===== config.mk =====
export PLATFORM = sky130hd
export DESIGN_NAME = pcd_top
export DESIGN_NICKNAME = d
export VERILOG_FILES = /design/src/pcd_pkg.sv /design/src/pcd_prescale.sv /design/src/pcd_top.sv
export SDC_FILE = /design/constraint.sdc
export NUM_CORES = 2
export LEC_CHECK = 0
export ABC_AREA = 1
export BUFFER_PORTS_ARGS = -buffer_cell sky130_fd_sc_hd__buf_4
export CORE_MARGIN = 4
export CORE_UTILIZATION = 35
export DETAILED_ROUTE_END_ITERATION = 8
export SLEW_MARGIN = 20
export SYNTH_ARGS = -nofsm -noshare
export SYNTH_HDL_FRONTEND = slang
export SYNTH_HIERARCHICAL = 1
export SYNTH_SLANG_ARGS = --single-unit

===== constraint.sdc =====
create_clock -name pclk -period 105.6 [get_ports pclk]
set_input_delay 5.28 -clock pclk [delete_from_list [all_inputs] [get_ports pclk]]
set_output_delay 5.28 -clock pclk [all_outputs]
set_load 0.005 [all_outputs]

===== src/pcd_pkg.sv =====
// Operation
// - Up mode counts from zero, one per tick
// - Down mode starts at upper limit, decrements
// - Reset pin low holds count at start
// - Count kept in non-volatile store, restored
// - Three input conditioning choices: logic, pull-up, pull-down
// - Edge select picks rising or falling edge
// - Prescaler forwards only every Nth edge
// - Configurable upper count limit in prescaled pulses
// - Display high value and decimal point shown
// - Limit off: count may exceed upper limit
// - Error mode flags above limit or below zero
// - Clamp mode shows limit value or zero
// - Menu steps in fixed order to output menu
// - Interface mode shows bus value, stops counting
// - Switching uses the displayed bus value
// - Bus address settable, limited to 0..239
// - Bus system initialisation resets the address
package pcd_pkg;

    // Register byte offsets
    localparam logic [7:0] OFF_CTRL     = 8'h00;
    localparam logic [7:0] OFF_PRESCALE = 8'h04;
    localparam logic [7:0] OFF_UPPER    = 8'h08;
    localparam logic [7:0] OFF_DISP_HI  = 8'h0c;
    localparam logic [7:0] OFF_ADDR     = 8'h10;
    localparam logic [7:0] OFF_COUNT    = 8'h14;
    localparam logic [7:0] OFF_DISPLAY  = 8'h18;
    localparam logic [7:0] OFF_STATUS   = 8'h1c;
    localparam logic [7:0] OFF_MASK     = 8'h20;
    localparam logic [7:0] OFF_MENU     = 8'h24;

    // Input types
    localparam logic [1:0] count_up_input_type     = 2'h0;
    localparam logic [1:0] count_down_input_type   = 2'h1;
    localparam logic [1:0] bus_display_input_type  = 2'h2;

    // Conditioning selections
    localparam logic [1:0] COND_LOGIC              = 2'h0;
    localparam logic [1:0] sinking_contact_input   = 2'h1;
    localparam logic [1:0] sourcing_contact_input  = 2'h2;

    // Range limit modes
    localparam logic [1:0] LIMIT_OFF               = 2'h0;
    localparam logic [1:0] limit_error_mode        = 2'h1;
    localparam logic [1:0] limit_clamp_mode        = 2'h2;

    // Status bit positions
    localparam int ST_OVER    = 0;
    localparam int ST_UNDER   = 1;
    localparam int ST_BUSVAL  = 2;
    localparam int ST_SYSINIT = 3;
    localparam int ST_MAXRNG  = 4;
    localparam int ST_W       = 5;

    // Menu control bits
    localparam int MENU_STEP_BIT    = 0;
    localparam int MENU_RESTART_BIT = 1;

    // Reset values and address limit
    localparam logic [15:0] PRESCALE_RST = 16'h0001;
    localparam logic [15:0] DISP_HI_RST  = 16'h03e8;
    localparam logic [7:0]  ADDR_MAX     = 8'hef;
    localparam logic [7:0]  ADDR_DEF     = 8'h01;

    typedef struct packed {
        logic [2:0] decimal_point_pos;
        logic [1:0] range_limit_mode;
        logic       falling_edge_sel;
        logic [1:0] input_conditioning_select;
        logic [1:0] input_type;
    } pcd_ctrl_t;

    localparam pcd_ctrl_t CTRL_RST = '0;

    typedef struct packed {
        logic       valid;
        logic [7:0] addr;
    } pcd_addr_wr_t;

    typedef enum logic [7:0] {
        M_INPUT  = 8'h01,
        M_EDGE   = 8'h02,
        M_PRESC  = 8'h04,
        M_UPPER  = 8'h08,
        M_DP     = 8'h10,
        M_DISPHI = 8'h20,
        M_LIMIT  = 8'h40,
        M_OUTPUT = 8'h80
    } pcd_menu_t;

endpackage


===== src/pcd_prescale.sv =====
module pcd_prescale #(
    parameter int DIV_W = 16
) (
    // Clock and reset
    input  wire logic             pclk,
    input  wire logic             presetn,
    input  wire logic             ce,
    // Pulse pin and control
    input  wire logic             pulse_pin,
    input  wire logic             falling_edge_sel,
    input  wire logic             run,
    input  wire logic             clear,
    input  wire logic [DIV_W-1:0] divisor,
    // Forwarded pulse
    output logic                  tick
);
    logic             sync1;
    logic             sync2;
    logic             prev;
    logic [DIV_W-1:0] acc;

    wire logic             rise      = sync2 & ~prev;
    wire logic             fall      = ~sync2 & prev;
    wire logic             edge_hit  = falling_edge_sel ? fall : rise;
    // Divisor zero behaves as one
    wire logic [DIV_W-1:0] last      = (divisor == '0) ? '0 : divisor - 1'b1;
    wire logic             wrap      = run & edge_hit & (acc == last);

    always_ff @(posedge pclk or negedge presetn) begin
        if (!presetn) begin
            sync1 <= 1'b0;
            sync2 <= 1'b0;
            prev  <= 1'b0;
        end else if (ce) begin
            sync1 <= pulse_pin;
            sync2 <= sync1;
            prev  <= sync2;
        end
    end

    always_ff @(posedge pclk or negedge presetn) begin
        if (!presetn) begin
            acc  <= '0;
            tick <= 1'b0;
        end else if (ce) begin
            tick <= wrap;
            if (clear)
                acc <= '0;
            else if (wrap)
                acc <= '0;
            else if (run && edge_hit)
                acc <= acc + 1'b1;
        end
    end

    chk_tick_needs_edge: assert property (@(posedge pclk) disable iff (!presetn)
        ce && tick |-> $past(edge_hit) && $past(run)) else $error("tick without edge");
endmodule


===== src/pcd_top.sv =====
module pcd_top #(
    parameter int CNT_W  = 20,
    parameter int DISP_W = 16,
    parameter int DIV_W  = 16
) (
    // Clock, reset, enable
    input  wire logic              pclk,
    input  wire logic              presetn,
    input  wire logic              ce,
    // APB slave
    input  wire logic              psel,
    input  wire logic              penable,
    input  wire logic              pwrite,
    input  wire logic [7:0]        paddr,
    input  wire logic [31:0]       pwdata,
    output logic [31:0]            prdata,
    output logic                   pready,
    output logic                   pslverr,
    // Pulse transmitter pins
    input  wire logic              pulse_pin,
    input  wire logic              cnt_rst_n_pin,
    output logic                   pullup_en,
    output logic                   pulldown_en,
    // Non-volatile count store
    input  wire logic              nv_load,
    input  wire logic [CNT_W-1:0]  nv_value,
    output logic                   nv_store,
    output logic [CNT_W-1:0]       nv_data,
    // Serial bus side
    input  wire logic              bus_val_wr,
    input  wire logic [DISP_W-1:0] bus_val_data,
    input  wire pcd_pkg::pcd_addr_wr_t bus_addr_wr,
    input  wire logic              bus_sysinit,
    output logic [7:0]             bus_addr,
    // Displayed value, also feeds switching
    output logic [DISP_W-1:0]      disp_value,
    output logic [2:0]             disp_dp,
    output logic                   disp_err,
    // Interrupt
    output logic                   irq
);
    localparam logic [CNT_W-1:0] CNT_MAX = '1;

    pcd_pkg::pcd_ctrl_t             ctrl;
    logic [DIV_W-1:0]               prescale;
    logic [CNT_W-1:0]               upper;
    logic [DISP_W-1:0]              disp_hi;
    logic [DISP_W-1:0]              bus_value;
    logic [CNT_W-1:0]               count;
    logic                           under;
    logic [pcd_pkg::ST_W-1:0]       status;
    logic [pcd_pkg::ST_W-1:0]       mask;
    pcd_pkg::pcd_menu_t             menu;
    pcd_pkg::pcd_menu_t             next_menu;
    logic                           rst_s1;
    logic                           rst_s2;
    logic                           tick;

    // APB decode
    wire logic setup    = psel & ~penable;
    wire logic wr_acc   = ce & psel & penable & pwrite;
    wire logic hit_ctrl = paddr == pcd_pkg::OFF_CTRL;
    wire logic hit_pre  = paddr == pcd_pkg::OFF_PRESCALE;
    wire logic hit_up   = paddr == pcd_pkg::OFF_UPPER;
    wire logic hit_dhi  = paddr == pcd_pkg::OFF_DISP_HI;
    wire logic hit_addr = paddr == pcd_pkg::OFF_ADDR;
    wire logic hit_cnt  = paddr == pcd_pkg::OFF_COUNT;
    wire logic hit_disp = paddr == pcd_pkg::OFF_DISPLAY;
    wire logic hit_st   = paddr == pcd_pkg::OFF_STATUS;
    wire logic hit_mask = paddr == pcd_pkg::OFF_MASK;
    wire logic hit_menu = paddr == pcd_pkg::OFF_MENU;
    wire logic mapped   = hit_ctrl | hit_pre | hit_up | hit_dhi | hit_addr | hit_cnt
                        | hit_disp | hit_st | hit_mask | hit_menu;

    assign pready  = ce;
    assign pslverr = psel & penable & ~mapped;

    // Mode decode
    wire logic bus_mode  = ctrl.input_type == pcd_pkg::bus_display_input_type;
    wire logic down_mode = ctrl.input_type == pcd_pkg::count_down_input_type;
    wire logic hold      = ~rst_s2;
    wire logic [CNT_W-1:0] start_val = down_mode ? upper : '0;

    // Conditioning drives the pin resistors
    assign pullup_en   = ctrl.input_conditioning_select == pcd_pkg::sinking_contact_input;
    assign pulldown_en = ctrl.input_conditioning_select == pcd_pkg::sourcing_contact_input;

    pcd_prescale #(
        .DIV_W (DIV_W)
    ) u_pre (
        .pclk             (pclk),
        .presetn          (presetn),
        .ce               (ce),
        .pulse_pin        (pulse_pin),
        .falling_edge_sel (ctrl.falling_edge_sel),
        .run              (~bus_mode & ~hold),
        .clear            (hold),
        .divisor          (prescale),
        .tick             (tick)
    );

    // Counter next value
    wire logic up_step   = tick & ~down_mode & ~hold & ~nv_load;
    wire logic dn_step   = tick & down_mode & ~hold & ~nv_load;
    wire logic ev_under  = dn_step & (count == '0);
    wire logic ev_over   = up_step & (count == upper);
    wire logic ev_maxrng = up_step & (count == CNT_MAX - 1'b1);
    logic [CNT_W-1:0] next_count;

    always_comb begin
        next_count = count;
        if (nv_load)
            next_count = nv_value;
        else if (hold)
            next_count = start_val;
        else if (up_step && count != CNT_MAX)
            next_count = count + 1'b1;
        else if (dn_step && count != '0)
            next_count = count - 1'b1;
    end

    always_ff @(posedge pclk or negedge presetn) begin
        if (!presetn) begin
            rst_s1 <= 1'b1;
            rst_s2 <= 1'b1;
        end else if (ce) begin
            rst_s1 <= cnt_rst_n_pin;
            rst_s2 <= rst_s1;
        end
    end

    always_ff @(posedge pclk or negedge presetn) begin
        if (!presetn) begin
            count    <= '0;
            under    <= 1'b0;
            nv_store <= 1'b0;
            nv_data  <= '0;
        end else if (ce) begin
            count    <= next_count;
            nv_store <= next_count != count;
            nv_data  <= next_count;
            if (hold || nv_load)
                under <= 1'b0;
            else if (ev_under)
                under <= 1'b1;
        end
    end

    // Scaling onto the display range
    wire logic [CNT_W+DISP_W-1:0] product = count * disp_hi;
    wire logic [CNT_W+DISP_W-1:0] quot    = (upper == '0) ? '0 : product / upper;
    wire logic [DISP_W-1:0]       scaled  = quot[DISP_W-1:0];
    wire logic                    over    = count > upper;
    wire logic                    at_max  = count == CNT_MAX;
    logic [DISP_W-1:0]            next_disp;
    logic                         next_err;

    always_comb begin
        next_disp = scaled;
        next_err  = at_max;
        if (bus_mode) begin
            next_disp = bus_value;
            next_err  = 1'b0;
        end else if (ctrl.range_limit_mode == pcd_pkg::limit_error_mode) begin
            next_err  = over | under | at_max;
        end else if (ctrl.range_limit_mode == pcd_pkg::limit_clamp_mode) begin
            if (over)
                next_disp = disp_hi;
            else if (under)
                next_disp = '0;
        end
    end

    always_ff @(posedge pclk or negedge presetn) begin
        if (!presetn) begin
            disp_value <= '0;
            disp_dp    <= '0;
            disp_err   <= 1'b0;
        end else if (ce) begin
            disp_value <= next_disp;
            disp_dp    <= ctrl.decimal_point_pos;
            disp_err   <= next_err;
        end
    end

    // Configuration registers
    always_ff @(posedge pclk or negedge presetn) begin
        if (!presetn) begin
            ctrl     <= pcd_pkg::CTRL_RST;
            prescale <= pcd_pkg::PRESCALE_RST;
            upper    <= '1;
            disp_hi  <= pcd_pkg::DISP_HI_RST;
            mask     <= '0;
        end else if (wr_acc) begin
            if (hit_ctrl)
                ctrl <= pwdata[$bits(pcd_pkg::pcd_ctrl_t)-1:0];
            if (hit_pre)
                prescale <= pwdata[DIV_W-1:0];
            if (hit_up)
                upper <= pwdata[CNT_W-1:0];
            if (hit_dhi)
                disp_hi <= pwdata[DISP_W-1:0];
            if (hit_mask)
                mask <= pwdata[pcd_pkg::ST_W-1:0];
        end
    end

    // Bus address: init wins, then bus master, then software
    wire logic apb_addr_ok = wr_acc & hit_addr & (pwdata[7:0] <= pcd_pkg::ADDR_MAX);
    wire logic bus_addr_ok = bus_addr_wr.valid & (bus_addr_wr.addr <= pcd_pkg::ADDR_MAX);

    always_ff @(posedge pclk or negedge presetn) begin
        if (!presetn) begin
            bus_addr  <= pcd_pkg::ADDR_DEF;
            bus_value <= '0;
        end else if (ce) begin
            if (bus_sysinit)
                bus_addr <= pcd_pkg::ADDR_DEF;
            else if (bus_addr_ok)
                bus_addr <= bus_addr_wr.addr;
            else if (apb_addr_ok)
                bus_addr <= pwdata[7:0];
            if (bus_val_wr)
                bus_value <= bus_val_data;
        end
    end

    // Status, set wins over a same-cycle clear
    wire logic [pcd_pkg::ST_W-1:0] ev_set = {ev_maxrng, bus_sysinit, bus_val_wr,
                                             ev_under, ev_over};
    wire logic [pcd_pkg::ST_W-1:0] w1c    = (wr_acc & hit_st) ? pwdata[pcd_pkg::ST_W-1:0]
                                                               : '0;

    always_ff @(posedge pclk or negedge presetn) begin
        if (!presetn)
            status <= '0;
        else if (ce)
            status <= (status & ~w1c) | ev_set;
    end

    assign irq = |(status & mask);

    // Configuration menu sequence
    always_comb begin
        unique case (menu)
            pcd_pkg::M_INPUT:  next_menu = bus_mode ? pcd_pkg::M_OUTPUT : pcd_pkg::M_EDGE;
            pcd_pkg::M_EDGE:   next_menu = pcd_pkg::M_PRESC;
            pcd_pkg::M_PRESC:  next_menu = pcd_pkg::M_UPPER;
            pcd_pkg::M_UPPER:  next_menu = pcd_pkg::M_DP;
            pcd_pkg::M_DP:     next_menu = pcd_pkg::M_DISPHI;
            pcd_pkg::M_DISPHI: next_menu = pcd_pkg::M_LIMIT;
            pcd_pkg::M_LIMIT:  next_menu = pcd_pkg::M_OUTPUT;
            pcd_pkg::M_OUTPUT: next_menu = pcd_pkg::M_OUTPUT;
            default:           next_menu = pcd_pkg::M_INPUT;
        endcase
    end

    always_ff @(posedge pclk or negedge presetn) begin
        if (!presetn)
            menu <= pcd_pkg::M_INPUT;
        else if (wr_acc && hit_menu) begin
            if (pwdata[pcd_pkg::MENU_RESTART_BIT])
                menu <= pcd_pkg::M_INPUT;
            else if (pwdata[pcd_pkg::MENU_STEP_BIT])
                menu <= next_menu;
        end
    end

    // Read data captured in setup so it is stable in access
    wire logic [31:0] rd_mux =
        hit_ctrl ? 32'(ctrl) :
        hit_pre  ? 32'(prescale) :
        hit_up   ? 32'(upper) :
        hit_dhi  ? 32'(disp_hi) :
        hit_addr ? 32'(bus_addr) :
        hit_cnt  ? 32'(count) :
        hit_disp ? {12'h000, disp_err, disp_dp, disp_value} :
        hit_st   ? 32'(status) :
        hit_mask ? 32'(mask) :
        hit_menu ? 32'(menu) : 32'h0000_0000;

    always_ff @(posedge pclk or negedge presetn) begin
        if (!presetn)
            prdata <= '0;
        else if (ce && setup && !pwrite)
            prdata <= rd_mux;
    end

    chk_hold_start: assert property (@(posedge pclk) disable iff (!presetn)
        ce && hold && !nv_load |=> count == $past(start_val))
        else $error("count not held at start");
    chk_up_step: assert property (@(posedge pclk) disable iff (!presetn)
        ce && up_step && count != CNT_MAX |=> count == $past(count) + 1'b1)
        else $error("up count did not increment");
    chk_down_step: assert property (@(posedge pclk) disable iff (!presetn)
        ce && dn_step && count != '0 |=> count == $past(count) - 1'b1)
        else $error("down count did not decrement");
    chk_addr_range: assert property (@(posedge pclk) disable iff (!presetn)
        bus_addr <= pcd_pkg::ADDR_MAX)
        else $error("address out of range");
    chk_sysinit_addr: assert property (@(posedge pclk) disable iff (!presetn)
        ce && bus_sysinit |=> bus_addr == pcd_pkg::ADDR_DEF)
        else $error("address not reset by init");
    chk_bus_display: assert property (@(posedge pclk) disable iff (!presetn)
        ce && bus_mode |=> disp_value == $past(bus_value) && !disp_err)
        else $error("bus value not displayed");
    chk_error_show: assert property (@(posedge pclk) disable iff (!presetn)
        ce && !bus_mode && ctrl.range_limit_mode == pcd_pkg::limit_error_mode
        && (over || under) |=> disp_err)
        else $error("error not shown");
    chk_clamp_high: assert property (@(posedge pclk) disable iff (!presetn)
        ce && !bus_mode && ctrl.range_limit_mode == pcd_pkg::limit_clamp_mode
        && over |=> disp_value == $past(disp_hi))
        else $error("clamp value wrong");
    chk_menu_order: assert property (@(posedge pclk) disable iff (!presetn)
        wr_acc && hit_menu && pwdata[1:0] == 2'h1 && menu == pcd_pkg::M_EDGE
        |=> menu == pcd_pkg::M_PRESC)
        else $error("menu order broken");
    chk_nv_mirror: assert property (@(posedge pclk) disable iff (!presetn)
        ce && nv_store |-> nv_data == count && count != $past(count))
        else $error("nv store mismatch");
endmodule


Yosys cells after proc, flatten, opt, wreduce, memory -nomap -nowiden

Cells that the tools add are included.

Register bits after elaboration: 200
Bits of input ports: 96
Word-level logic and storage cells: 179

Add/subtract/negate cells: 4
Multipliers: 1
Div/mod/pow operators: 1
Magnitude comparators: 3
Eq/ne operators: 30
Multiplexer cells: 38
Bitwise gates (word level): 47
Reductions and logical operators: 28

Operators by type and width:

| kind                  | count |
|---|---|
| $mux 20               | 12 |
| $mux 16               | 10 |
| $mux 8                | 9 |
| $pmux 8 s7            | 1 |
| $eq 20x20->1 const B  | 2 |
| $eq 8x5->1 const B    | 5 |
| $logic_not 20->1      | 2 |
| $div 36x20->36        | 1 |
| $mul 20x16->36        | 1 |
| $and 1x1->1           | 24 |
| $eq 8x4->1 const B    | 3 |
| $eq 8x6->1 const B    | 3 |
| $add 20x1->20 const B | 1 |
| $eq 20x20->1          | 1 |
| $gt 20x20->1          | 1 |
| $ne 20x20->1          | 1 |
| $ne 20x20->1 const B  | 1 |
| $reduce_and 2->1      | 10 |
| $reduce_bool 20->1    | 1 |
| $sub 20x1->20 const B | 1 |
| $add 16x1->16 const B | 1 |
| $eq 16x16->1          | 1 |
| $eq 8x3->1 const B    | 2 |
| $le 8x8->1 const B    | 2 |
| other kinds (24)      | 56 |

Longest topological paths before layout

Depth after elaboration: 12
Mapped depth: 824
Depth with buffers taken out: 777

By module

Netlist, hierarchy kept.

Modules (own cells, without submodules):

| module       | times used | cells each | area an instance (um^2) | sequential area each (um^2) |
|---|---|---|---|---|
| pcd_top      | 1          | 8,107      | 52,093.7                | 4,242.8 |
| pcd_prescale | 1          | 359        | 2,068.2                 | 500.5 |

Worst setup path after synthesis

No wires, ideal clock.

Path type: register to register
Start: reg count[5]
End: reg disp_value[0]
Setup time: 0.116 ns
Data arrival time: 105.420 ns
Data required time: 105.484 ns
Slack: 0.064 ns
Cell stages (with the launch flop): 791
Buffers on the path: 59
Clock period less this slack: 105.536 ns
Path through: dfrtp_1 > clkbuf_1 > clkbuf_1 > buf_1 > nand2_1 > fa_1 > inv_1 > fa_1 > inv_1 > fa_1 > inv_1 > fa_1 > fa_1 > inv_1 > fa_1 > inv_1 > ha_1 > nand2_1 > (+755 left out) > nand2_1 > a21oi_1 > nor2_1 > o211ai_1 > a21oi_1 > o21a_1 > o2111ai_1 > nand2_1 > a41oi_1 > nand2_1 > a21oi_1 > nand3_1 > nor2_1 > nand2_1 > nand2_1 > nand2_1 > nand2_1 > nand2_1

Cells in the longest elaborated chain, start to end: 8
Elaborated cells on any way between the ends: 9
Those cells by class: mul (1); div (1); order compare (1); mux (6)

Ends and longest elaborated chain:

| what                   | line           | source |
|---|---|---|
| from (decl)            | pcd_top.sv:49  | `logic [CNT_W-1:0] count;` |
| from (signal assigned) | pcd_top.sv:139 | `count <= next_count;` |
| $mul 20x16->36         | pcd_top.sv:150 | `wire logic [CNT_W+DISP_W-1:0] product = count * disp_hi;` |
| $div 36x20->36         | pcd_top.sv:151 | `wire logic [CNT_W+DISP_W-1:0] quot = (upper == '0) ? '0 : product / upper;` |
| $mux 16                | pcd_top.sv:151 |  |
| $mux 16                | pcd_top.sv:169 | `else if (under)` |
| $mux 16                | pcd_top.sv:167 | `if (over)` |
| $mux 16                | pcd_top.sv:166 | `end else if (ctrl.range_limit_mode == pcd_pkg::limit_clamp_mode) begin` |
| $mux 16 (*)            | pcd_top.sv:164 | `end else if (ctrl.range_limit_mode == pcd_pkg::limit_error_mode) begin` |
| $mux 16 (*)            | pcd_top.sv:161 | `if (bus_mode) begin` |
| to (signal assigned)   | pcd_top.sv:180 | `disp_value <= next_disp;` |
| to (decl)              | pcd_top.sv:36  | `output logic [DISP_W-1:0] disp_value,` |

Every way passes the cells marked *; elsewhere a longest branch is shown, timed or not.
A chain may end at the register's enable or synchronous reset.

==> results.ini <==
[outcome]
run_status = complete, no violations

[cts]
clk_latency_ps = 460
cts_buffers = 17
tritoncts = done
htreeDepth = 4
cts_num_sinks = 188
cts_hold_buffers = 0
cts.path.max_buffers = 2
path_clk_slew_ps = 70
cts_root_buf = clkbuf_16

[floorplan]
die_x_um = 401
coreArea_um2 = 154000
start_util_pct = 35.2
io_pins = 182
placementRows = 144
dieHeight_um = 401
die_area_um2 = 161000

[detailed_routing]
vias = 56292
viasPerCell = 5.15
dr.pass1.iters = 6
wl_per_cell_um = 17.1
ant_nets = 0
routed_wl_mm = 187
drc = 0
dr.first_iter.drc_count = 3716

[synth]
async_reset_ff_share_pct = 100
syn_area_um2 = 54200
synth_top_cell_area_share_pct = 15.3
synth_top_area_cell = ha_1
syn_area_per_cell_um2 = 6.40
synth_edf_count = 0
synthCells = 8466
synth_area_leaders = ha_1 15%, nand2_1 15%, inv_1 10%, fa_1 9.2%, dfrtp_1 7.3%
synth_flop_cell = dfrtp_1
ys_warn_count = 6
ys_types = 94
ys_ff_latch = 188
ys_seq_area_share_pct = 8.76

[timing]
fmax_mhz = 10.3
finalHoldWorstSlack_ps = 470
finClkSkew_ps = 12.3
slew_headroom_pct = 35.8
finalCritPeriodShare_pct = 92.0
period_needed_ps = 97190
final-hold-violation-count = 0
finalSetupViolations = 0
report.final.slew_viol_count = 0
worst_pin_slew_ps = 963

[worst_hold_path]
min_path_type = flop to flop

[global_routing]
antenna_found_initial = 8
grt_pass1_wl_mm = 290
grt_use_total_pct = 22.1
grt_pass1_vias = 53952
grt-ovfl-total = 0
grt_max_degree = 81

[final_layout]
multi_input_area_um2 = 43700
synthToLayoutAreaGrowth_pct = 14.8
drive_gt1_share_pct = 16.4
n_fill_cell = 16366
final_cell_mix = 2108 x nand2_1, 1420 x inv_1, 645 x ha_1
final-seq-area_um2 = 4820
final_nets = 9874
final_common_cell = nand2_1
postLayoutCoreUtil_pct = 40.4

[place]
detailed_place_hpwl_mm = 146
gp_congestion = 0.959
portBuffers = 157

[job]
maxCapViolations = 0

[worst_setup_path]
crit_slowest_cell = dfstp_4
critPathRequiredTime_ps = 105950
crit_path_start_kind = flop
crit_type = flop to flop
crit_buf_inv = 215
slowest_delay_ps = 720
endpoint_kind = flop
crit_path_frequent_cell = inv_1
cp_max_fo = 22
cp.arrival_ps = 97540
cp_top_family = compound AO/OA/AOI/OAI gates

==> cells in the mapped netlist (13+ instances only) <==
cell	instances
o31ai_1	41
nand2_2	99
o2111ai_1	15
nor3_1	75
inv_1	1440
clkbuf_1	154
nor2_2	44
mux2_2	15
nand3_1	317
xnor2_1	167
a21oi_2	13
nor2_1	522
dfstp_2	31
fa_1	250
o21bai_1	51
nor2_4	33
nand3_2	76
buf_6	25
nor4_1	23
nand4_1	117
nand2_4	33
buf_1	23
a21o_1	42
a221oi_1	35
nand2_1	2127
o21ai_1	57
clkinv_1	14
a211oi_1	18
xor2_1	275
or2_2	68
buf_4	18
a31oi_1	29
ha_1	664
o21ai_0	598
dfrtp_1	157
a21oi_1	507
o22ai_1	30
o211ai_1	22
nand3b_1	28
inv_2	72
==> cell families (layout without fill, tap and decap cells) <==
| logic type | after synthesis | in the layout | share of synthesized area, % |
|---|---|---|---|
| AO/OA/AOI/OAI | 1523 | 1523 | 15.9 |
| multiplexers | 17 | 17 | 0.349 |
| adder cells (fa/ha/maj) | 914 | 914 | 24.6 |
| AND/OR/NAND/NOR | 3612 | 3613 | 30.2 |
| other | 1 | 14 | 0.00692 |
| flip-flops | 188 | 188 | 8.76 |
| XOR/XNOR | 444 | 444 | 7.21 |
| buffers and inverters | 1767 | 2165 | 12.9 |
==> layout make-up <==
| cell class | instances | share of cell area, % |
|---|---|---|
| clock buffer | 21 | 0.741 |
| timing repair buffer | 599 | 7.57 |
| tap | 2044 | 4.11 |
| sequential | 188 | 7.76 |
| inverter | 1533 | 9.33 |
| antenna | 2 | 0.00805 |
| multi-input combinational | 6523 | 70.3 |
| clock inverter | 10 | 0.131 |
| timing repair inverter | 2 | 0.0161 |
==> metal layers <==
metal | vias to the layer above | share of wire [%] | GRT usage (%)
li1 | 27994 | - | -
met1 | 26256 | 42 | 27.9
met2 | 1625 | 47 | 38.6
met3 | 411 | 5.6 | 2.34
met4 | 6 | 5.1 | 8.94
met5 | - | 0.015 | 0
==> timing repair <==
item	CTS	global route
pin swaps	3	124
setup endpoints to repair	1	4
gates resized for setup	51	356
cloned	0	3
setup buffers	9	110
==> registers in the layout (all words and copies together) (netlist names), 3 cells and up <==
| name | cells |
|---|---|
| mask | 5 |
| bus_value | 16 |
| prescale | 16 |
| prdata | 20 |
| disp_dp | 3 |
| bus_addr | 8 |
| u_pre/acc | 16 |
| upper | 20 |
| ctrl | 10 |
| status | 5 |
| disp_hi | 16 |
| count | 20 |
| menu | 8 |
| disp_value | 16 |
==> per-stage QoR <==
stage	std cells	instance area, um^2	setup TNS (ps)	worst slack (ps)
after floorplan	8477	54200	0	64.1
after global placement	10767	59200	-175	-175
after detailed placement	10767	59200	-1650	-1650
after CTS	10807	60000	0	77.0
after global routing	10920	62200	-778	-778
final	10922	62200	0	8410
==> worst reg2reg max path, delay by kind of cell (launching register included) <==
family	cells	cell delay [ps]
AND/OR/NAND/NOR	257	25570
AO/OA/AOI/OAI	291	43510
buffers and inverters	169	13360
flip-flops	1	720
adder cells (fa/ha/maj)	43	13960
==> final timing paths <==
kind                                 start            end  slack [ps]  cells after the start
worst max-delay path            disp_hi[9]  disp_value[0]        8410                    920
worst min-delay path                rst_s1         rst_s1         470                      2
worst max register to register  disp_hi[9]  disp_value[0]        8410                    760
worst min register to register      rst_s1         rst_s1         470                      2
max in group asynchronous          presetn       count[9]       98660                      3
min in group asynchronous          presetn   u_pre/acc[4]        4840                      1
Power is not shown: default switching activity piles up to over one toggle a cycle in this logic, so the estimate is an artifact.
